**config.mk**
```make
export PLATFORM = sky130hd
export DESIGN_NAME = uart_status_compare_regs
export DESIGN_NICKNAME = d
export VERILOG_FILES = /design/src/usc_pkg.sv /design/src/usc_ser_if.sv /design/src/usc_serial.sv /design/src/uart_status_compare_regs.sv
export SDC_FILE = /design/constraint.sdc
export NUM_CORES = 1
export LEC_CHECK = 0
export BUFFER_PORTS_ARGS = -buffer_cell sky130_fd_sc_hd__buf_2
export CAP_MARGIN = 30
export CORE_MARGIN = 10
export CORE_UTILIZATION = 42
export DETAILED_ROUTE_END_ITERATION = 6
export PLACE_DENSITY = 0.71
export SLEW_MARGIN = 5
export SYNTH_ARGS = -nofsm -noshare
export SYNTH_HDL_FRONTEND = slang
export SYNTH_SLANG_ARGS = --single-unit
export TNS_END_PERCENT = 30
```
**constraint.sdc**
```tcl
create_clock -name clk -period 6.3 [get_ports clk]
set_input_delay 0.63 -clock clk [delete_from_list [all_inputs] [get_ports clk]]
set_output_delay 0.63 -clock clk [all_outputs]
set_load 0.05 [all_outputs]
```
**src/usc_pkg.sv**
```systemverilog
package usc_pkg;
   // register byte addresses
   localparam logic [31:0] USC_A_CTRL = 32'h400e_0600;
   localparam logic [31:0] USC_A_MODE = 32'h400e_0604;
   localparam logic [31:0] USC_A_IEN = 32'h400e_0608;
   localparam logic [31:0] USC_A_IDIS = 32'h400e_060c;
   localparam logic [31:0] USC_A_IMASK = 32'h400e_0610;
   localparam logic [31:0] USC_A_STAT = 32'h400e_0614;
   localparam logic [31:0] USC_A_RHOLD = 32'h400e_0618;
   localparam logic [31:0] USC_A_THOLD = 32'h400e_061c;
   localparam logic [31:0] USC_A_BAUD = 32'h400e_0620;
   localparam logic [31:0] USC_A_CMP = 32'h400e_0624;
   localparam logic [31:0] USC_A_WPROT = 32'h400e_06e4;
   // control command bits
   localparam int USC_C_RXRST = 2;
   localparam int USC_C_TXRST = 3;
   localparam int USC_C_RXEN = 4;
   localparam int USC_C_RXDIS = 5;
   localparam int USC_C_TXEN = 6;
   localparam int USC_C_TXDIS = 7;
   localparam int USC_C_CLRERR = 8;
   localparam int USC_C_REQCLR = 12;
   // status and mask bit positions
   localparam int USC_S_RXAV = 0;
   localparam int USC_S_TXFREE = 1;
   localparam int USC_S_RXDMA = 3;
   localparam int USC_S_TXDMA = 4;
   localparam int USC_S_OVR = 5;
   localparam int USC_S_FRM = 6;
   localparam int USC_S_PAR = 7;
   localparam int USC_S_TXIDLE = 9;
   localparam int USC_S_TX_DMA_BUFFER_EMPTY = 11;
   localparam int USC_S_RX_DMA_BUFFER_FULL = 12;
   localparam int USC_S_MATCH = 15;
   localparam logic [31:0] USC_S_VALID = 32'h0000_9afb;
   // field positions
   localparam int USC_F_PAR_LO = 9;
   localparam int USC_F_LOW_LO = 0;
   localparam int USC_F_MODE = 12;
   localparam int USC_F_CHKPAR = 14;
   localparam int USC_F_HIGH_LO = 16;
   localparam int USC_F_KEY_LO = 8;
   localparam logic [23:0] USC_WP_KEY = 24'h55_4152;
   // reset values and frame bit counts
   localparam logic [31:0] USC_R_MASK = 32'h0000_0000;
   localparam logic [15:0] USC_R_BAUD = 16'h0000;
   localparam logic [2:0] USC_R_PAR = 3'h0;
   localparam logic [7:0] USC_R_BYTE = 8'h00;
   localparam logic [3:0] USC_RX_STOP_PAR = 4'ha;
   localparam logic [3:0] USC_TX_BITS = 4'hb;

   // parity bit for a character; modes 4 and up carry no parity
   function automatic logic usc_par_bit(input logic [7:0] d, input logic [2:0] m);
      unique case (m)
         3'h0: usc_par_bit = ^d;
         3'h1: usc_par_bit = ~(^d);
         3'h2: usc_par_bit = 1'b0;
         default: usc_par_bit = 1'b1;
      endcase
   endfunction
endpackage

```
**src/usc_ser_if.sv**
```systemverilog
`timescale 1ns/1ps
interface usc_ser_if;
   logic [15:0] divisor;
   logic [2:0] par_mode;
   logic rx_en;
   logic rx_rst;
   logic tx_rst;
   logic tx_en;
   logic tx_valid;
   logic [7:0] tx_data;
   logic tx_take;
   logic tx_busy;
   logic rx_done;
   logic [7:0] rx_data;
   logic rx_par_err;
   logic rx_frm_err;
   modport ctl(output divisor, par_mode, rx_en, rx_rst, tx_rst, tx_en, tx_valid, tx_data,
               input tx_take, tx_busy, rx_done, rx_data, rx_par_err, rx_frm_err);
   modport eng(input divisor, par_mode, rx_en, rx_rst, tx_rst, tx_en, tx_valid, tx_data,
               output tx_take, tx_busy, rx_done, rx_data, rx_par_err, rx_frm_err);
endinterface

```
**src/usc_serial.sv**
```systemverilog
`timescale 1ns/1ps
module usc_serial (
   input wire logic clk,
   input wire logic rst_n,
   input wire logic ce,
   input wire logic rxd,
   output logic txd,
   usc_ser_if.eng s
);
   logic [15:0] div_cnt_r;
   logic tick;
   logic has_par;
   logic tx_busy_r;
   logic txd_r;
   logic [10:0] tx_sh_r;
   logic [3:0] tx_bits_r;
   logic [3:0] tx_ph_r;
   logic rx_act_r;
   logic [3:0] rx_ph_r;
   logic [3:0] rx_cnt_r;
   logic [7:0] rx_dat_r;
   logic rx_pbit_r;
   logic rx_done_r;
   logic [7:0] rx_out_r;
   logic rx_perr_r;
   logic rx_ferr_r;
   logic [3:0] rx_last;

   // sample tick at clk/divisor, sixteen ticks per bit; divisor 0 stops it
   assign tick = (s.divisor != 16'h0000) && (div_cnt_r == s.divisor - 16'h0001);
   assign has_par = s.par_mode < 3'h4;
   assign rx_last = has_par ? usc_pkg::USC_RX_STOP_PAR : usc_pkg::USC_RX_STOP_PAR - 4'h1;
   // no character leaves while the baud clock is stopped
   assign s.tx_take = ce && s.tx_en && s.tx_valid && !tx_busy_r && !s.tx_rst &&
                      s.divisor != 16'h0000;
   assign s.tx_busy = tx_busy_r;
   assign s.rx_done = rx_done_r;
   assign s.rx_data = rx_out_r;
   assign s.rx_par_err = rx_perr_r;
   assign s.rx_frm_err = rx_ferr_r;
   assign txd = txd_r;

   always_ff @(posedge clk or negedge rst_n) begin
      if (!rst_n) begin
         div_cnt_r <= 16'h0000;
      end else if (ce) begin
         if (s.divisor == 16'h0000 || tick) begin
            div_cnt_r <= 16'h0000;
         end else begin
            div_cnt_r <= div_cnt_r + 16'h0001;
         end
      end
   end

   // transmitter: start, 8 data, parity (or extra stop), stop
   always_ff @(posedge clk or negedge rst_n) begin
      if (!rst_n) begin
         tx_busy_r <= 1'b0;
         tx_sh_r <= 11'h7ff;
         tx_bits_r <= 4'h0;
         tx_ph_r <= 4'h0;
         txd_r <= 1'b1;
      end else if (ce) begin
         txd_r <= tx_busy_r ? tx_sh_r[0] : 1'b1;
         if (s.tx_rst) begin
            tx_busy_r <= 1'b0;
         end else if (s.tx_take) begin
            tx_sh_r <= {1'b1, has_par ? usc_pkg::usc_par_bit(s.tx_data, s.par_mode) : 1'b1,
                        s.tx_data, 1'b0};
            tx_bits_r <= usc_pkg::USC_TX_BITS;
            tx_ph_r <= 4'h0;
            tx_busy_r <= 1'b1;
         end else if (tx_busy_r && tick) begin
            tx_ph_r <= tx_ph_r + 4'h1;
            if (tx_ph_r == 4'hf) begin
               tx_sh_r <= {1'b1, tx_sh_r[10:1]};
               tx_bits_r <= tx_bits_r - 4'h1;
               if (tx_bits_r == 4'h1) begin
                  tx_busy_r <= 1'b0;
               end
            end
         end
      end
   end

   // receiver: mid-bit sampling at phase 7
   always_ff @(posedge clk or negedge rst_n) begin
      if (!rst_n) begin
         rx_act_r <= 1'b0;
         rx_ph_r <= 4'h0;
         rx_cnt_r <= 4'h0;
         rx_dat_r <= usc_pkg::USC_R_BYTE;
         rx_pbit_r <= 1'b0;
         rx_done_r <= 1'b0;
         rx_out_r <= usc_pkg::USC_R_BYTE;
         rx_perr_r <= 1'b0;
         rx_ferr_r <= 1'b0;
      end else if (ce) begin
         rx_done_r <= 1'b0;
         if (s.rx_rst) begin
            rx_act_r <= 1'b0;
         end else if (!rx_act_r) begin
            if (tick && s.rx_en && !rxd) begin
               rx_act_r <= 1'b1;
               rx_ph_r <= 4'h1;
               rx_cnt_r <= 4'h0;
            end
         end else if (tick) begin
            rx_ph_r <= rx_ph_r + 4'h1;
            if (rx_ph_r == 4'h7) begin
               rx_cnt_r <= rx_cnt_r + 4'h1;
               if (rx_cnt_r == 4'h0 && rxd) begin
                  rx_act_r <= 1'b0;
               end else if (rx_cnt_r == rx_last) begin
                  rx_act_r <= 1'b0;
                  rx_done_r <= 1'b1;
                  rx_out_r <= rx_dat_r;
                  rx_ferr_r <= !rxd;
                  rx_perr_r <= has_par &&
                               (rx_pbit_r != usc_pkg::usc_par_bit(rx_dat_r, s.par_mode));
               end else if (rx_cnt_r == 4'h9) begin
                  rx_pbit_r <= rxd;
               end else if (rx_cnt_r != 4'h0) begin
                  rx_dat_r <= {rxd, rx_dat_r[7:1]};
               end
            end
         end
      end
   end
endmodule

```
**src/uart_status_compare_regs.sv**
```systemverilog
// Strobed register access was decided locally.
`timescale 1ns/1ps
module uart_status_compare_regs (
   input wire logic clk,
   input wire logic nrst,
   input wire logic ce,
   input wire logic [31:0] addr,
   input wire logic [31:0] wdata,
   input wire logic wr,
   input wire logic rd,
   output logic [31:0] rdata,
   input wire logic rxd,
   output logic txd,
   input wire logic rx_dma_end,
   input wire logic tx_dma_end,
   input wire logic tx_dma_buf_empty,
   input wire logic rx_dma_buf_full,
   input wire logic wake_enable,
   output logic wake_req,
   output logic irq
);
   logic rst_meta_r;
   logic rst_n_r;
   logic [31:0] rdata_r;
   logic [31:0] mask_r;
   logic [2:0] par_mode_r;
   logic [15:0] baud_divisor_r;
   logic [7:0] range_low_r;
   logic [7:0] range_high_r;
   logic match_mode_r;
   logic match_checks_parity_r;
   logic write_lock_enable_r;
   logic rx_en_r;
   logic tx_en_r;
   logic rx_char_available_r;
   logic [7:0] received_char_r;
   logic thr_full_r;
   logic [7:0] char_to_send_r;
   logic overrun_flag_r;
   logic frame_error_flag_r;
   logic parity_error_flag_r;
   logic match_flag_r;
   logic trig_r;
   logic wake_r;
   logic irq_r;
   logic [3:0] dma_r;
   logic wr_ctrl;
   logic wr_mode;
   logic wr_ien;
   logic wr_idis;
   logic wr_thold;
   logic wr_baud;
   logic wr_cmp;
   logic wr_wprot;
   logic rd_rhold;
   logic clr_err;
   logic req_clr;
   logic match_now;
   logic rx_load;
   logic [31:0] status;
   logic [31:0] rd_mux;

   usc_ser_if ser ();

   // reset release through two flops
   always_ff @(posedge clk or negedge nrst) begin
      if (!nrst) begin
         rst_meta_r <= 1'b0;
         rst_n_r <= 1'b0;
      end else begin
         rst_meta_r <= 1'b1;
         rst_n_r <= rst_meta_r;
      end
   end

   function automatic logic in_range(input logic [7:0] c, input logic [7:0] lo,
                                     input logic [7:0] hi);
      in_range = (c >= lo) && (c <= hi);
   endfunction

   // write decode; protected registers ignore writes while locked
   assign wr_ctrl = wr && addr == usc_pkg::USC_A_CTRL;
   assign wr_mode = wr && addr == usc_pkg::USC_A_MODE && !write_lock_enable_r;
   assign wr_ien = wr && addr == usc_pkg::USC_A_IEN;
   assign wr_idis = wr && addr == usc_pkg::USC_A_IDIS;
   assign wr_thold = wr && addr == usc_pkg::USC_A_THOLD;
   assign wr_baud = wr && addr == usc_pkg::USC_A_BAUD && !write_lock_enable_r;
   assign wr_cmp = wr && addr == usc_pkg::USC_A_CMP && !write_lock_enable_r;
   assign wr_wprot = wr && addr == usc_pkg::USC_A_WPROT &&
                     wdata[31:usc_pkg::USC_F_KEY_LO] == usc_pkg::USC_WP_KEY;
   assign rd_rhold = rd && addr == usc_pkg::USC_A_RHOLD;
   assign clr_err = wr_ctrl && wdata[usc_pkg::USC_C_CLRERR];
   assign req_clr = wr_ctrl && wdata[usc_pkg::USC_C_REQCLR];

   // comparison on the arriving character
   assign match_now = in_range(ser.rx_data, range_low_r, range_high_r) &&
                      !(match_checks_parity_r && ser.rx_par_err);
   assign rx_load = ser.rx_done && (!match_mode_r || trig_r || match_now);

   assign ser.divisor = baud_divisor_r;
   assign ser.par_mode = par_mode_r;
   assign ser.rx_en = rx_en_r;
   assign ser.tx_en = tx_en_r;
   assign ser.rx_rst = wr_ctrl && wdata[usc_pkg::USC_C_RXRST];
   assign ser.tx_rst = wr_ctrl && wdata[usc_pkg::USC_C_TXRST];
   assign ser.tx_valid = thr_full_r;
   assign ser.tx_data = char_to_send_r;

   usc_serial u_serial (
      .clk(clk),
      .rst_n(rst_n_r),
      .ce(ce),
      .rxd(rxd),
      .txd(txd),
      .s(ser)
   );

   always_comb begin
      status = 32'h0000_0000;
      status[usc_pkg::USC_S_RXAV] = rx_char_available_r;
      status[usc_pkg::USC_S_TXFREE] = tx_en_r && !thr_full_r;
      status[usc_pkg::USC_S_RXDMA] = dma_r[0];
      status[usc_pkg::USC_S_TXDMA] = dma_r[1];
      status[usc_pkg::USC_S_OVR] = overrun_flag_r;
      status[usc_pkg::USC_S_FRM] = frame_error_flag_r;
      status[usc_pkg::USC_S_PAR] = parity_error_flag_r;
      status[usc_pkg::USC_S_TXIDLE] = tx_en_r && !thr_full_r && !ser.tx_busy;
      status[usc_pkg::USC_S_TX_DMA_BUFFER_EMPTY] = dma_r[2];
      status[usc_pkg::USC_S_RX_DMA_BUFFER_FULL] = dma_r[3];
      status[usc_pkg::USC_S_MATCH] = match_flag_r;
   end

   // dma channel signals, sampled once
   always_ff @(posedge clk or negedge rst_n_r) begin
      if (!rst_n_r) begin
         dma_r <= 4'h0;
      end else if (ce) begin
         dma_r <= {rx_dma_buf_full, tx_dma_buf_empty, tx_dma_end, rx_dma_end};
      end
   end

   // interrupt mask: set via enable, clear via disable
   always_ff @(posedge clk or negedge rst_n_r) begin
      if (!rst_n_r) begin
         mask_r <= usc_pkg::USC_R_MASK;
      end else if (ce) begin
         if (wr_ien) begin
            mask_r <= mask_r | (wdata & usc_pkg::USC_S_VALID);
         end else if (wr_idis) begin
            mask_r <= mask_r & ~(wdata & usc_pkg::USC_S_VALID);
         end
      end
   end

   // receiver enable; disable wins over enable
   always_ff @(posedge clk or negedge rst_n_r) begin
      if (!rst_n_r) begin
         rx_en_r <= 1'b0;
      end else if (ce && wr_ctrl) begin
         if (wdata[usc_pkg::USC_C_RXRST] || wdata[usc_pkg::USC_C_RXDIS]) begin
            rx_en_r <= 1'b0;
         end else if (wdata[usc_pkg::USC_C_RXEN]) begin
            rx_en_r <= 1'b1;
         end
      end
   end

   // transmitter enable
   always_ff @(posedge clk or negedge rst_n_r) begin
      if (!rst_n_r) begin
         tx_en_r <= 1'b0;
      end else if (ce && wr_ctrl) begin
         if (wdata[usc_pkg::USC_C_TXRST] || wdata[usc_pkg::USC_C_TXDIS]) begin
            tx_en_r <= 1'b0;
         end else if (wdata[usc_pkg::USC_C_TXEN]) begin
            tx_en_r <= 1'b1;
         end
      end
   end

   // configuration registers
   always_ff @(posedge clk or negedge rst_n_r) begin
      if (!rst_n_r) begin
         par_mode_r <= usc_pkg::USC_R_PAR;
         baud_divisor_r <= usc_pkg::USC_R_BAUD;
         range_low_r <= usc_pkg::USC_R_BYTE;
         range_high_r <= usc_pkg::USC_R_BYTE;
         match_mode_r <= 1'b0;
         match_checks_parity_r <= 1'b0;
      end else if (ce) begin
         if (wr_mode) begin
            par_mode_r <= wdata[usc_pkg::USC_F_PAR_LO +: 3];
         end
         if (wr_baud) begin
            baud_divisor_r <= wdata[15:0];
         end
         if (wr_cmp) begin
            range_low_r <= wdata[usc_pkg::USC_F_LOW_LO +: 8];
            range_high_r <= wdata[usc_pkg::USC_F_HIGH_LO +: 8];
            match_mode_r <= wdata[usc_pkg::USC_F_MODE];
            match_checks_parity_r <= wdata[usc_pkg::USC_F_CHKPAR];
         end
      end
   end

   // write protection, keyed
   always_ff @(posedge clk or negedge rst_n_r) begin
      if (!rst_n_r) begin
         write_lock_enable_r <= 1'b0;
      end else if (ce && wr_wprot) begin
         write_lock_enable_r <= wdata[0];
      end
   end

   // receive holding register and its ready flag
   always_ff @(posedge clk or negedge rst_n_r) begin
      if (!rst_n_r) begin
         rx_char_available_r <= 1'b0;
         received_char_r <= usc_pkg::USC_R_BYTE;
      end else if (ce) begin
         if (rx_load) begin
            received_char_r <= ser.rx_data;
         end
         // a new character wins over a read in the same cycle
         rx_char_available_r <= rx_load ||
                                (rx_char_available_r && !rd_rhold && rx_en_r);
      end
   end

   // transmit holding register
   always_ff @(posedge clk or negedge rst_n_r) begin
      if (!rst_n_r) begin
         thr_full_r <= 1'b0;
         char_to_send_r <= usc_pkg::USC_R_BYTE;
      end else if (ce) begin
         if (wr_thold) begin
            char_to_send_r <= wdata[7:0];
            thr_full_r <= 1'b1;
         end else if (ser.tx_take || ser.tx_rst) begin
            thr_full_r <= 1'b0;
         end
      end
   end

   // sticky error flags; a new event wins over the clear
   always_ff @(posedge clk or negedge rst_n_r) begin
      if (!rst_n_r) begin
         overrun_flag_r <= 1'b0;
         frame_error_flag_r <= 1'b0;
         parity_error_flag_r <= 1'b0;
      end else if (ce) begin
         overrun_flag_r <= (rx_load && rx_char_available_r && !rd_rhold) ||
                           (overrun_flag_r && !clr_err);
         frame_error_flag_r <= (ser.rx_done && ser.rx_frm_err) ||
                               (frame_error_flag_r && !clr_err);
         parity_error_flag_r <= (ser.rx_done && ser.rx_par_err) ||
                                (parity_error_flag_r && !clr_err);
      end
   end

   // match flag; a new match wins over the clear
   always_ff @(posedge clk or negedge rst_n_r) begin
      if (!rst_n_r) begin
         match_flag_r <= 1'b0;
      end else if (ce) begin
         match_flag_r <= (ser.rx_done && match_now) || (match_flag_r && !clr_err);
      end
   end

   // comparison trigger and wake-up request, both dropped by request clear
   always_ff @(posedge clk or negedge rst_n_r) begin
      if (!rst_n_r) begin
         trig_r <= 1'b0;
      end else if (ce) begin
         trig_r <= (ser.rx_done && match_now) || (trig_r && !req_clr);
      end
   end

   // wake-up request
   always_ff @(posedge clk or negedge rst_n_r) begin
      if (!rst_n_r) begin
         wake_r <= 1'b0;
      end else if (ce) begin
         wake_r <= (ser.rx_done && match_now && wake_enable) || (wake_r && !req_clr);
      end
   end

   always_ff @(posedge clk or negedge rst_n_r) begin
      if (!rst_n_r) begin
         irq_r <= 1'b0;
      end else if (ce) begin
         irq_r <= |(status & mask_r);
      end
   end

   always_comb begin
      unique case (addr)
         usc_pkg::USC_A_MODE: rd_mux = {20'h0_0000, par_mode_r, 9'h000};
         usc_pkg::USC_A_IMASK: rd_mux = mask_r;
         usc_pkg::USC_A_STAT: rd_mux = status;
         usc_pkg::USC_A_RHOLD: rd_mux = {24'h00_0000, received_char_r};
         usc_pkg::USC_A_BAUD: rd_mux = {16'h0000, baud_divisor_r};
         usc_pkg::USC_A_CMP: rd_mux = {8'h00, range_high_r, 1'b0, match_checks_parity_r,
                                       1'b0, match_mode_r, 4'h0, range_low_r};
         usc_pkg::USC_A_WPROT: rd_mux = {31'h0000_0000, write_lock_enable_r};
         default: rd_mux = 32'h0000_0000;
      endcase
   end

   // read data stand only in the cycle after the strobe
   always_ff @(posedge clk or negedge rst_n_r) begin
      if (!rst_n_r) begin
         rdata_r <= 32'h0000_0000;
      end else if (ce) begin
         rdata_r <= rd ? rd_mux : 32'h0000_0000;
      end
   end

   assign rdata = rdata_r;
   assign wake_req = wake_r;
   assign irq = irq_r;
endmodule

```
# After elaboration in Yosys (flattened, before gate mapping)
# Index checks and enable logic that the tools add are counted.
[op_classes]
n_addsub = 6
order_cmp = 3
n_eq_ne = 23
mux = 56
bitwise = 11
n_reduce_logical = 108
[ops]
columns = ["op", "n"]
rows = [
  ["$eq A32 B31 Y1 const B", 11],
  ["$pmux W32 S7", 1],
  ["$mux W32", 3],
  ["$logic_and A1 B1 Y1", 50],
  ["$mux W4", 12],
  ["$mux W1", 33],
  ["$mux W11", 3],
  ["$and A16 B32 Y32", 1],
  ["$and A32 B32 Y32", 1],
  ["$not A16 Y32", 1],
  ["$or A32 B16 Y32", 1],
  ["$reduce_or A32 Y1", 1],
  ["$eq A24 B23 Y1 const B", 1],
  ["$reduce_and A2 Y1", 9],
  ["$add A16 B1 Y16 const B", 1],
  ["$eq A16 B16 Y1", 1],
  ["$logic_not A16 Y1", 1],
  ["$mux W16", 1],
  ["$reduce_bool A16 Y1", 1],
  ["$reduce_xor A8 Y1", 2],
  ["$sub A16 B1 Y16 const B", 1],
  ["$reduce_bool A2 Y1", 7],
  ["$logic_or A1 B1 Y1", 13],
  ["$add A4 B1 Y4 const B", 3],
  ["other kinds (27)", 48],
]
[totals]
reg_bits = 201
input_bits = 75
output_inout_bits = 35
wordCells = 247

# Depth between registers and ports, before layout
# Gate-level depths: netlist of run 1.
[logic_depth]
word_depth = 12
ltp_mapped = 11
depth_no_buf = 10

# Modules after synthesis
# A second synthesis of run 1 with hierarchy kept.
[hier_totals]
cells_unflattened = 878
area_unflattened_um2 = 9567.9
[modules_own_cells]
columns = ["mod", "n_inst", "cells_per_inst", "area_per_inst_um2", "seq_area_each_um2"]
rows = [
  ["uart_status_compare_regs", 1, 445, 5425.2, 2652.5],
  ["usc_serial", 1, 433, 4142.7, 1640.3],
]

# Least setup slack after synthesis of run 1
# Ideal clock, no wire load.
[synth_timing]
path_type = "reg-to-reg"
from = "register baud_divisor_r[0]"
to = "register u_serial.rx_out_r[0], in the netlist u_serial.s.rx_data[0]"
t_arrival_ns = 3.199
t_required_ns = 6.172
path_slack_ns = 2.973
path_stages_with_launch = 12
synth_period_minus_slack_ns = 3.327
cell_sequence = "dfrtp_1 > inv_1 > ha_1 > nor3b_4 > nand4b_1 > xnor2_1 > or2_2 > or4b_2 > nor4_4 > nand4_1 > buf_2 > mux2_1"
[synth_between]
elab_chain_cells = 4
word_cells_on_any_way = 5
cone_classes = "add/sub (1); eq/ne (1); reduce/logical (3)"
[synth_lines]
columns = ["element", "line", "text"]
rows = [
  ["from (decl)", "uart_status_compare_regs.sv:27", "logic [15:0] baud_divisor_r;"],
  ["from (signal assigned)", "uart_status_compare_regs.sv:185", "baud_divisor_r <= usc_pkg::USC_R_BAUD;"],
  ["from (signal assigned)", "uart_status_compare_regs.sv:195", "baud_divisor_r <= wdata[15:0];"],
  ["$sub A16 B1 Y16", "usc_serial.sv:30", "assign tick = (s.divisor != 16'h0000) && (div_cnt_r == s.divisor - 16'h0001);"],
  ["$eq A16 B16 Y1", "usc_serial.sv:30", ""],
  ["$logic_and A1 B1 Y1 (*)", "usc_serial.sv:30", ""],
  ["$reduce_and A7 Y1 (no line) (*)", "-", ""],
  ["to (signal assigned)", "usc_serial.sv:95", "rx_out_r <= usc_pkg::USC_R_BYTE;"],
  ["to (signal assigned)", "usc_serial.sv:117", "rx_out_r <= rx_dat_r;"],
  ["to (decl)", "usc_serial.sv:24", "logic [7:0] rx_out_r;"],
]
# Every way passes the cells marked *; elsewhere a longest branch is shown, timed or not.
# A chain may end at the register's enable or synchronous reset.

# Worst setup path after layout of run 1
[layout_timing]
from = "register baud_divisor_r[0]"
to = "register u_serial.rx_out_r[5], in the netlist u_serial.s.rx_data[5]"
# The elaborated chain is that of the path after synthesis.

==> results.md, run 1 <==
* Logic pwr share at 0.045
* FP Rows at 54
* Endpoint type of the worst setup path: flop
* Router iterations before antenna repair at 5
* Die height at 169 um
* Final Max Slew Viols at 0
* Fin crit share at 0.649
* Final Skew at 13.5 ps
* Worst hold path class: reg2async
* Global placement routability congestion at 0.902
* Num CTS Buffers at 17
* Area contributors post-synth: dfrtp_1, mux2_2, nand2_1
* DRT Wirelength at 24.8 mm
* Max frequency at 245 MHz
* Clock net sink count at 171
* Mapped cell area at 9300 um^2
* Crit path time final at 4090 ps
* Grt ovf at 0
* EDFF count, synth at 0
* CTS Buffer Depth at 2
* Port Buffers at 101
* Die X at 169 um
* WL/cell at 19.6 um
* Final Hold Fails at 0
* Clock Power Share at 0.454
* Final Setup Violations at 0
* Maximum number of pins on one net before global-route repair at 69
* Sequential fraction of the synthesis area at 0.462
* Number of global-route vias before repair at 7079
* Overall Global Routing Usage at 0.173
* IO Pins at 110
* Core Area at 21800 um^2
* DRT iter0 DRCs at 670
* Clock Latency Late Sink at 430 ps
* H-tree level count at 4
* Status: finished, final reports clean
* Max_cap viols at 0
* Netlist cell types at 75
* DR vias/cell at 5.66
* Post-synth ARST share at 1.00
* Setup TNS at 0 ps
* Clk root buf: clkbuf_16
* # nets final at 1068
* Leak at 0.00510 uW
* DP HPWL at 18.5 mm
* CP required at 6610 ps
* Syn avg cell area at 10.6 um^2
* Synth top area share at 0.431
* Commonest register cell after synthesis: dfrtp_1
* Placed cell count at 1226
* Yosys top cell by area: dfrtp_1
* Syn Inst Count at 877
* CTS tree: done
* YS warnings at 0
* Antenna violations before repair at 2
* Initial Util at 0.426
* Slew HR at 0.416
* Crit path kind: reg2reg
* Switching power at 531 uW
* Worst path arrival time at 4400 ps
* Peak supply drop at 216 uV
* Post-route ant nets at 0
* Crit path launch type: flop
* First-pass GRT wire length at 39.4 mm
* Power Density at 211 nW/um^2
* Worst Path Max Fanout at 15
* Cell-internal power at 1700 uW
* RSZ-0062 raised after global routing: false
* Worst slew pin tran at 870 ps
* Synthesis-stage register bit count at 171
* Clock slew at reported path FFs at 70 ps
* Layout Cells excl Fill at 1262
* Share of total power in sequential cells at 0.500
* FILL cells at 2009
* Die area at 28500 um^2
* Syn-to-layout area delta at 13.8%
* Share of cells above drive strength 1 at 0.265
* Vias at 7146
* DRC Markers at 0
* Sw Ratio at 0.239
==> area by class of cell <==
class | instances | area, um^2 | share of cell area
diodes | 2 | 5.00 | 0.000473
repair buffers | 109 | 586 | 0.0554
clock inverters | 11 | 110 | 0.0104
multi-input cells | 624 | 4620 | 0.436
clock buffers | 21 | 450 | 0.0426
flip-flops and latches | 171 | 4300 | 0.406
well taps | 280 | 350 | 0.0331
inverters | 44 | 165 | 0.0156
==> flip-flops by register name, summed over array words and instances (netlist names), 3 cells and up, named ones only <==
signal	count
baud_divisor_r	16
char_to_send_r	8
dma_r	4
par_mode_r	3
range_high_r	8
range_low_r	8
rdata	24
received_char_r	8
u_serial.div_cnt_r	16
u_serial.rx_cnt_r	4
u_serial.rx_dat_r	8
u_serial.rx_ph_r	4
u_serial.s.rx_data	8
u_serial.tx_bits_r	4
u_serial.tx_ph_r	4
u_serial.tx_sh_r	10
==> logic make-up (layout without fill, tap and decap cells) <==
group                      Yosys count  count (layout)  synth area share
muxes                              101             101             0.122
adders and majority gates           26              26            0.0350
other                                2              11          0.000808
AOI/OAI and AO/OA                  158             158             0.124
DFF                                171             171             0.462
and+or+nand+nor                    280             280             0.164
xor gates and xnor gates            50              50            0.0471
buffers and inverters               89             185            0.0445
==> timing repair <==
item | 4_1_cts | 5_1_grt
hold endpoints to repair | 2 | 0
gates resized for setup | 0 | 0
setup endpoints to repair | 0 | 0
buffers inserted | 0 | 0
hold buffers | 1 | 0
==> power groups by stage <==
stage	clock (uW)	combinational, uW	sequential (uW)
after floorplan	0	36.3	1150
after CTS	1030	102	1110
final	1010	101	1110
after global placement	0	98.3	1130
after detailed placement	0	101	1130
after global routing	1080	110	1110
==> metal layers <==
metal,vias to the layer above,wire length [um],GRT usage
met2,185,12300,0.288
li1,3343,-,-
met4,0,500,0.0575
met1,3585,10700,0.218
met3,33,1230,0.0384
met5,-,0,0
==> placed cells by master, fill, tap and decap left out, types with 5 or more instances in the layout <==
master / instances
a31oi_1: 5
nor2b_1: 8
dfstp_2: 11
buf_4: 5
and3_1: 13
xnor2_1: 28
nand2_1: 88
nor4_1: 12
mux2_1: 14
buf_2: 101
mux2_2: 84
a22oi_1: 19
o21ai_0: 22
o21a_1: 6
a21o_1: 14
nand2b_1: 6
nand4_1: 14
dfrtp_1: 159
nor2_1: 47
a211oi_1: 5
conb_1: 9
nand3_1: 28
xor2_1: 22
o2bb2ai_1: 10
clkbuf_16: 17
nor3_1: 17
inv_1: 44
a22o_1: 14
ha_1: 26
and4_1: 5
a21oi_1: 24
==> Yosys cell counts, types with 4 or more instances <==
cell type,instances
and2_1,4
a222oi_1,4
nand2b_1,6
and3_1,13
mux2_1,14
inv_1,44
a22oi_1,19
buf_4,10
nand3_1,28
dfstp_2,11
nor2b_1,8
clkbuf_1,26
a21oi_1,24
nand2_1,88
nor4b_1,4
ha_1,26
o21ai_0,22
a21o_1,14
nor4bb_1,4
nor3_1,17
dfrtp_1,160
a31oi_1,5
nor4_1,12
a22o_1,14
a31o_2,4
a211oi_1,5
nor2_1,47
xor2_1,22
mux2_2,84
and4_1,5
xnor2_1,28
o2bb2ai_1,10
nand4_1,14
o21a_1,6
a41oi_1,4
buf_6,4
==> stage by stage <==
stage / util / setup WS [ps] / hold WS, ps / total power, uW / cell area [um^2]
2_1_floorplan: - / 1200 / 331 / 1180 / 9320
3_3_place_gp: 0.457 / 2260 / 252 / 1230 / 9970
3_5_place_dp: 0.458 / 2200 / 262 / 1240 / 10000
4_1_cts: 0.484 / 2180 / 265 / 2240 / 10600
5_1_grt: 0.485 / 1970 / 285 / 2300 / 10600
6_report: 0.485 / 2210 / 241 / 2230 / 10600
==> final timing paths <==
check / from / to / slack [ps] / depth (start not counted)
max in group asynchronous: rst_n_r / range_low_r[3] / 4950 / 1
setup / recovery: baud_divisor_r[0] / u_serial.s.rx_data[5] / 2210 / 11
setup reg to reg: baud_divisor_r[0] / u_serial.s.rx_data[5] / 2210 / 11
hold reg to reg: rst_n_r / u_serial.rx_ph_r[1] / 240 / 0
hold / removal: rst_n_r / u_serial.rx_ph_r[1] / 240 / 0
min in group clk: rst_meta_r / rst_n_r / 350 / 0
==> worst max-delay path, cell delays in order (launching register included) <==
cell and delay [ps]:
dfrtp_1 480, inv_1 120, ha_1 230, nor3b_4 400
nand4b_1 160, xnor2_1 190, or2_2 290, or4b_2 710
nor4_4 150, buf_4 240, nand4_1 480, mux2_1 510
Power figures use the tool's default switching activity.
==> run 2: changes to the inputs <==
--- a/config.mk
+++ b/config.mk
@@ -10,7 +10,7 @@
 export CORE_MARGIN = 10
 export CORE_UTILIZATION = 42
 export DETAILED_ROUTE_END_ITERATION = 6
-export PLACE_DENSITY = 0.71
+export PLACE_DENSITY = 0.73
 export SLEW_MARGIN = 5
 export SYNTH_ARGS = -nofsm -noshare
 export SYNTH_HDL_FRONTEND = slang
==> constraint.sdc (replaced) <==
create_clock -name clk -period 3.4 [get_ports clk]
set_input_delay 0.34 -clock clk [delete_from_list [all_inputs] [get_ports clk]]
set_output_delay 0.34 -clock clk [all_outputs]
set_load 0.05 [all_outputs]
==> results.md, run 2 (synthesis results as in run 1) <==
* Status: finished, final reports clean
* Die area at 28500 um^2
* Leak at 0.00539 uW
* Slew HR at 0.426
* Syn-to-layout area delta at 19.2%
* DRT iter0 DRCs at 580
* Number of flip-flops in the largest register at 24
* FILL cells at 1905
* DR vias/cell at 5.65
* RSZ-0062 raised after global routing: true
* CTS Buffer Depth at 2
* Max_cap viols at 0
* Most frequent cells in the layout: dfrtp_1, buf_2, nand2_1
* Clock slew at reported path FFs at 70 ps
* Clock Latency Late Sink at 440 ps
* Post-route ant nets at 0
* Commonest non-fill, non-tap cell in the layout: dfrtp_1
* Clock net sink count at 171
* First-pass GRT wire length at 40.8 mm
* Max frequency at 298 MHz
* Crit path kind: reg2reg
* Fin crit share at 0.986
* Placed Area at 10200 um^2
* Endpoint type of the worst setup path: flop
* Final Util at 0.508
* Die X at 169 um
* Final Cell Area at 11100 um^2
* Crit path launch type: flop
* WL/cell at 19.5 um
* Worst hold path class: in2reg
* Final Hold Fails at 0
* Antenna violations before repair at 1
* Port Buffers at 101
* CTS tree: done
* Clk root buf: clkbuf_16
* Vias at 7362
* CP required at 3780 ps
* H-tree level count at 4
* Core Area at 21800 um^2
* DRC Markers at 0
* Min Hold Slack at 135 ps
* # nets final at 1110
* Die height at 169 um
* Grt ovf at 0
* DP HPWL at 19.1 mm
* Multi-input logic area at 4710 um^2
* Worst Path Max Fanout at 8
* Num CTS Buffers at 17
* Final Setup Violations at 0
* Power Density at 387 nW/um^2
* Worst path arrival time at 3730 ps
* Router iterations before antenna repair at 5
* Number of global-route vias before repair at 7446
* Peak supply drop at 347 uV
* Overall Global Routing Usage at 0.179
* Maximum number of pins on one net before global-route repair at 83
* Final Skew at 11.7 ps
* Crit path time final at 3350 ps
* DRT Wirelength at 25.5 mm
* Worst slew pin tran at 850 ps
* Share of cells above drive strength 1 at 0.316
* Global placement routability congestion at 0.922
* IO Pins at 110
* Storage cell area at 4300 um^2
* FP Rows at 54
* Initial Util at 0.426
* Final Max Slew Viols at 0
run 2: cell count changes in the layout (fill, tap and decap cells not counted), moves of 3 or more:
| cell | change |
|---|---|
| buf_4 | +37 |
| buf_6 | +4 |
| clkbuf_1 | -3 |
| inv_8 | +3 |
| mux2_1 | -8 |
| mux2_4 | +8 |
run 2: what timing repair did:
item,CTS,global route
hold buffers,1,0
endpoints found under the setup margin,2,45
gates resized for setup,1,28
endpoints found under the hold margin,2,0
setup buffers,1,7
pin swaps,3,9
gates cloned,0,1
run 2: layer usage:
metal	vias up	track usage	wire length (um)
met2	225	0.301	12600
li1	3434	-	-
met3	46	0.0382	1440
met4	0	0.0613	733
met5	-	0	0
met1	3657	0.222	10700
run 2: final cells by class:
cell class / count / area share
Multi-Input combinational cell: 624 / 0.425
Inverter: 44 / 0.0149
Timing Repair Buffer: 151 / 0.0845
Clock buffer: 17 / 0.0384
Clock inverter: 15 / 0.0175
Antenna cell: 1 / 0.000226
Tap cell: 280 / 0.0316
Sequential cell: 171 / 0.388
run 2: worst paths after layout:
path                                    from             endpoint  slack [ps]  depth (start not counted)
hold reg to reg                      rst_n_r  u_serial.rx_ph_r[1]         350                          0
min in group asynchronous               nrst              rst_n_r         230                          2
setup / recovery           baud_divisor_r[0]  u_serial.tx_ph_r[3]          50                          9
hold / removal                   wake_enable             wake_req         130                          2
max in group asynchronous            rst_n_r  u_serial.tx_sh_r[9]        2050                          1
setup reg to reg           baud_divisor_r[0]  u_serial.tx_ph_r[3]          50                          9
run 2: power breakdown:
group / switching, uW / internal [uW] / total (uW)
logic: 126 / 56.3 / 182
clock network: 915 / 1120 / 2040
registers: 22.2 / 2050 / 2070
total: 1060 / 3230 / 4290
run 2: metrics by stage:
step / worst slack [ps] / instances / total power, uW / setup TNS (ps)
6_report: 49.0 / 1303 / 4290 / 0
3_5_place_dp: -25.0 / 1260 / 2290 / -25.0
5_1_grt: -79.2 / 1303 / 4420 / -1290
2_1_floorplan: 73.0 / 884 / 2190 / 0
3_3_place_gp: 65.5 / 1260 / 2290 / 0
4_1_cts: -2.21 / 1294 / 4320 / -2.21
run 2: critical path, cell delays in order, from the launching register on:
cell	delay [ps]
dfrtp_1	410
buf_6	140
nor4_4	540
buf_4	230
xnor2_1	130
a211oi_2	110
or4_4	580
or4_4	540
or4_1	530
nand3_1	90
==> run 3: changes to the inputs <==
--- a/config.mk
+++ b/config.mk
@@ -6,11 +6,11 @@
 export NUM_CORES = 1
 export LEC_CHECK = 0
 export BUFFER_PORTS_ARGS = -buffer_cell sky130_fd_sc_hd__buf_2
-export CAP_MARGIN = 30
+export CAP_MARGIN = 20
 export CORE_MARGIN = 10
-export CORE_UTILIZATION = 42
+export CORE_UTILIZATION = 45
 export DETAILED_ROUTE_END_ITERATION = 6
-export PLACE_DENSITY = 0.73
+export PLACE_DENSITY = 0.77
 export SLEW_MARGIN = 5
 export SYNTH_ARGS = -nofsm -noshare
 export SYNTH_HDL_FRONTEND = slang
==> results.md, run 3 (synthesis results as in run 1) <==
* H-tree level count at 4
* Clock net sink count at 171
* Vias at 7461
* Multi-input logic area at 4640 um^2
* Overall Global Routing Usage at 0.191
* CP required at 3770 ps
* Max_cap viols at 0
* Final Hold Fails at 0
* Worst Setup Slack, final at 129 ps
* Number of flip-flops in the largest register at 24
* Sw Ratio at 0.239
* Router iterations before antenna repair at 6
* Final Setup Violations at 0
* Fin crit share at 0.962
* Most frequent cells in the layout: dfrtp_1, buf_2, nand2_1
* Die area at 26800 um^2
* N_diodes at 0
* Share of cells above drive strength 1 at 0.303
* Reg-to-reg setup timing slack at 130 ps
* Leak at 0.00533 uW
* Initial Util at 0.458
* Number of global-route vias before repair at 7333
* DP HPWL at 19.1 mm
* Peak supply drop at 262 uV
* Die X at 164 um
* Clock slew at reported path FFs at 70 ps
* Maximum number of pins on one net before global-route repair at 76
* DR vias/cell at 5.78
* Layout Cells excl Fill at 1291
* Port Buffers at 101
* Clk root buf: clkbuf_16
* DRT Wirelength at 25.7 mm
* Final Max Slew Viols at 0
* DRC Markers at 0
* Power Density at 387 nW/um^2
* Slew HR at 0.367
* FILL cells at 1767
* Worst slew pin tran at 937 ps
* CP Launch Point: baud_divisor_r[1]
* Core Area at 20300 um^2
* CTS tree: done
* WL/cell at 19.9 um
* R2r startpoint: baud_divisor_r[1]
* Clock Power Share at 0.468
* Final Util at 0.539
* First-pass GRT wire length at 40.5 mm
* Post-route ant nets at 0
* Syn-to-layout area delta at 17.6%
* Crit path launch type: flop
* Worst hold path class: in2reg
* Clock Latency Late Sink at 430 ps
* Status: finished, final reports clean
* Final Skew at 17.1 ps
* Switching power at 1010 uW
* Cell-internal power at 3220 uW
* Crit path time final at 3270 ps
* IO Pins at 110
* Die height at 164 um
* FP Rows at 52
* Max frequency at 306 MHz
* Grt ovf at 0
* # nets final at 1109
* Worst path arrival time at 3640 ps
* Setup TNS at 0 ps
* Logic pwr share at 0.043
* DRT iter0 DRCs at 716
* CTS Buffer Depth at 2
* Placed cell count at 1255
* Storage cell area at 4300 um^2
* Worst slack, placed at -28.6 ps
* Crit path kind: reg2reg
* Global placement routability congestion at 0.907
* Share of total power in sequential cells at 0.489
* Worst Path Max Fanout at 7
* Num CTS Buffers at 17
* Antenna violations before repair at 0
* Commonest non-fill, non-tap cell in the layout: dfrtp_1
* Endpoint type of the worst setup path: flop
* Hold wc startpoint: wake_enable
run 3: final cells by class:
type	count	area share
Timing Repair Buffer	150	0.0819
Multi-Input combinational cell	624	0.424
Clock inverter	13	0.0141
Clock buffer	19	0.0405
Sequential cell	171	0.393
Inverter	44	0.0151
Tap cell	270	0.0309
run 3: critical path: stages (launching register included):
cell	delay, ps
dfrtp_1	380
buf_4	160
nor4_4	270
buf_4	200
nand2_1	60
nor4_1	280
a211oi_2	80
or4_4	580
or4_4	580
or4_1	530
nand3_1	100
run 3: final timing paths:
path,endpoint,depth (start not counted)
max,u_serial.tx_ph_r[3],10
min,wake_req,2
max reg2reg,u_serial.tx_ph_r[3],10
min reg2reg,rst_n_r,0
max in group asynchronous,baud_divisor_r[15],1
min in group asynchronous,rst_meta_r,2
run 3: per-layer routing:
| layer | part of all wire | routed length, um | global-route usage | up-vias |
|---|---|---|---|---|
| met2 | 0.50 | 12900 | 0.326 | 257 |
| li1 | - | - | - | 3425 |
| met3 | 0.053 | 1360 | 0.0353 | 56 |
| met5 | 0 | 0 | 0 | - |
| met4 | 0.031 | 798 | 0.0658 | 0 |
| met1 | 0.42 | 10700 | 0.237 | 3723 |
run 3: power by group through the flow:
stage | registers (uW) | logic, uW | clock network [uW]
floorplan | 2130 | 67.2 | 0
global route | 2070 | 195 | 2090
global placement | 2110 | 175 | 0
detailed placement | 2110 | 179 | 0
finish | 2070 | 182 | 1980
CTS | 2070 | 181 | 1990
run 3: timing repair:
item | CTS | global route
pin swaps | 1 | 5
hold buffers | 1 | 0
hold endpoints to repair | 2 | 0
resized for setup | 0 | 11
endpoints found under the setup margin | 1 | 41
setup buffers | 1 | 2
run 3: stage by stage:
step	power [uW]	hold WS, ps	cell area, um^2
after floorplan	2190	44.4	9320
after global placement	2280	126	10300
after detailed placement	2290	129	10300
after CTS	4240	143	10900
after global routing	4360	141	10900
final	4240	149	10900
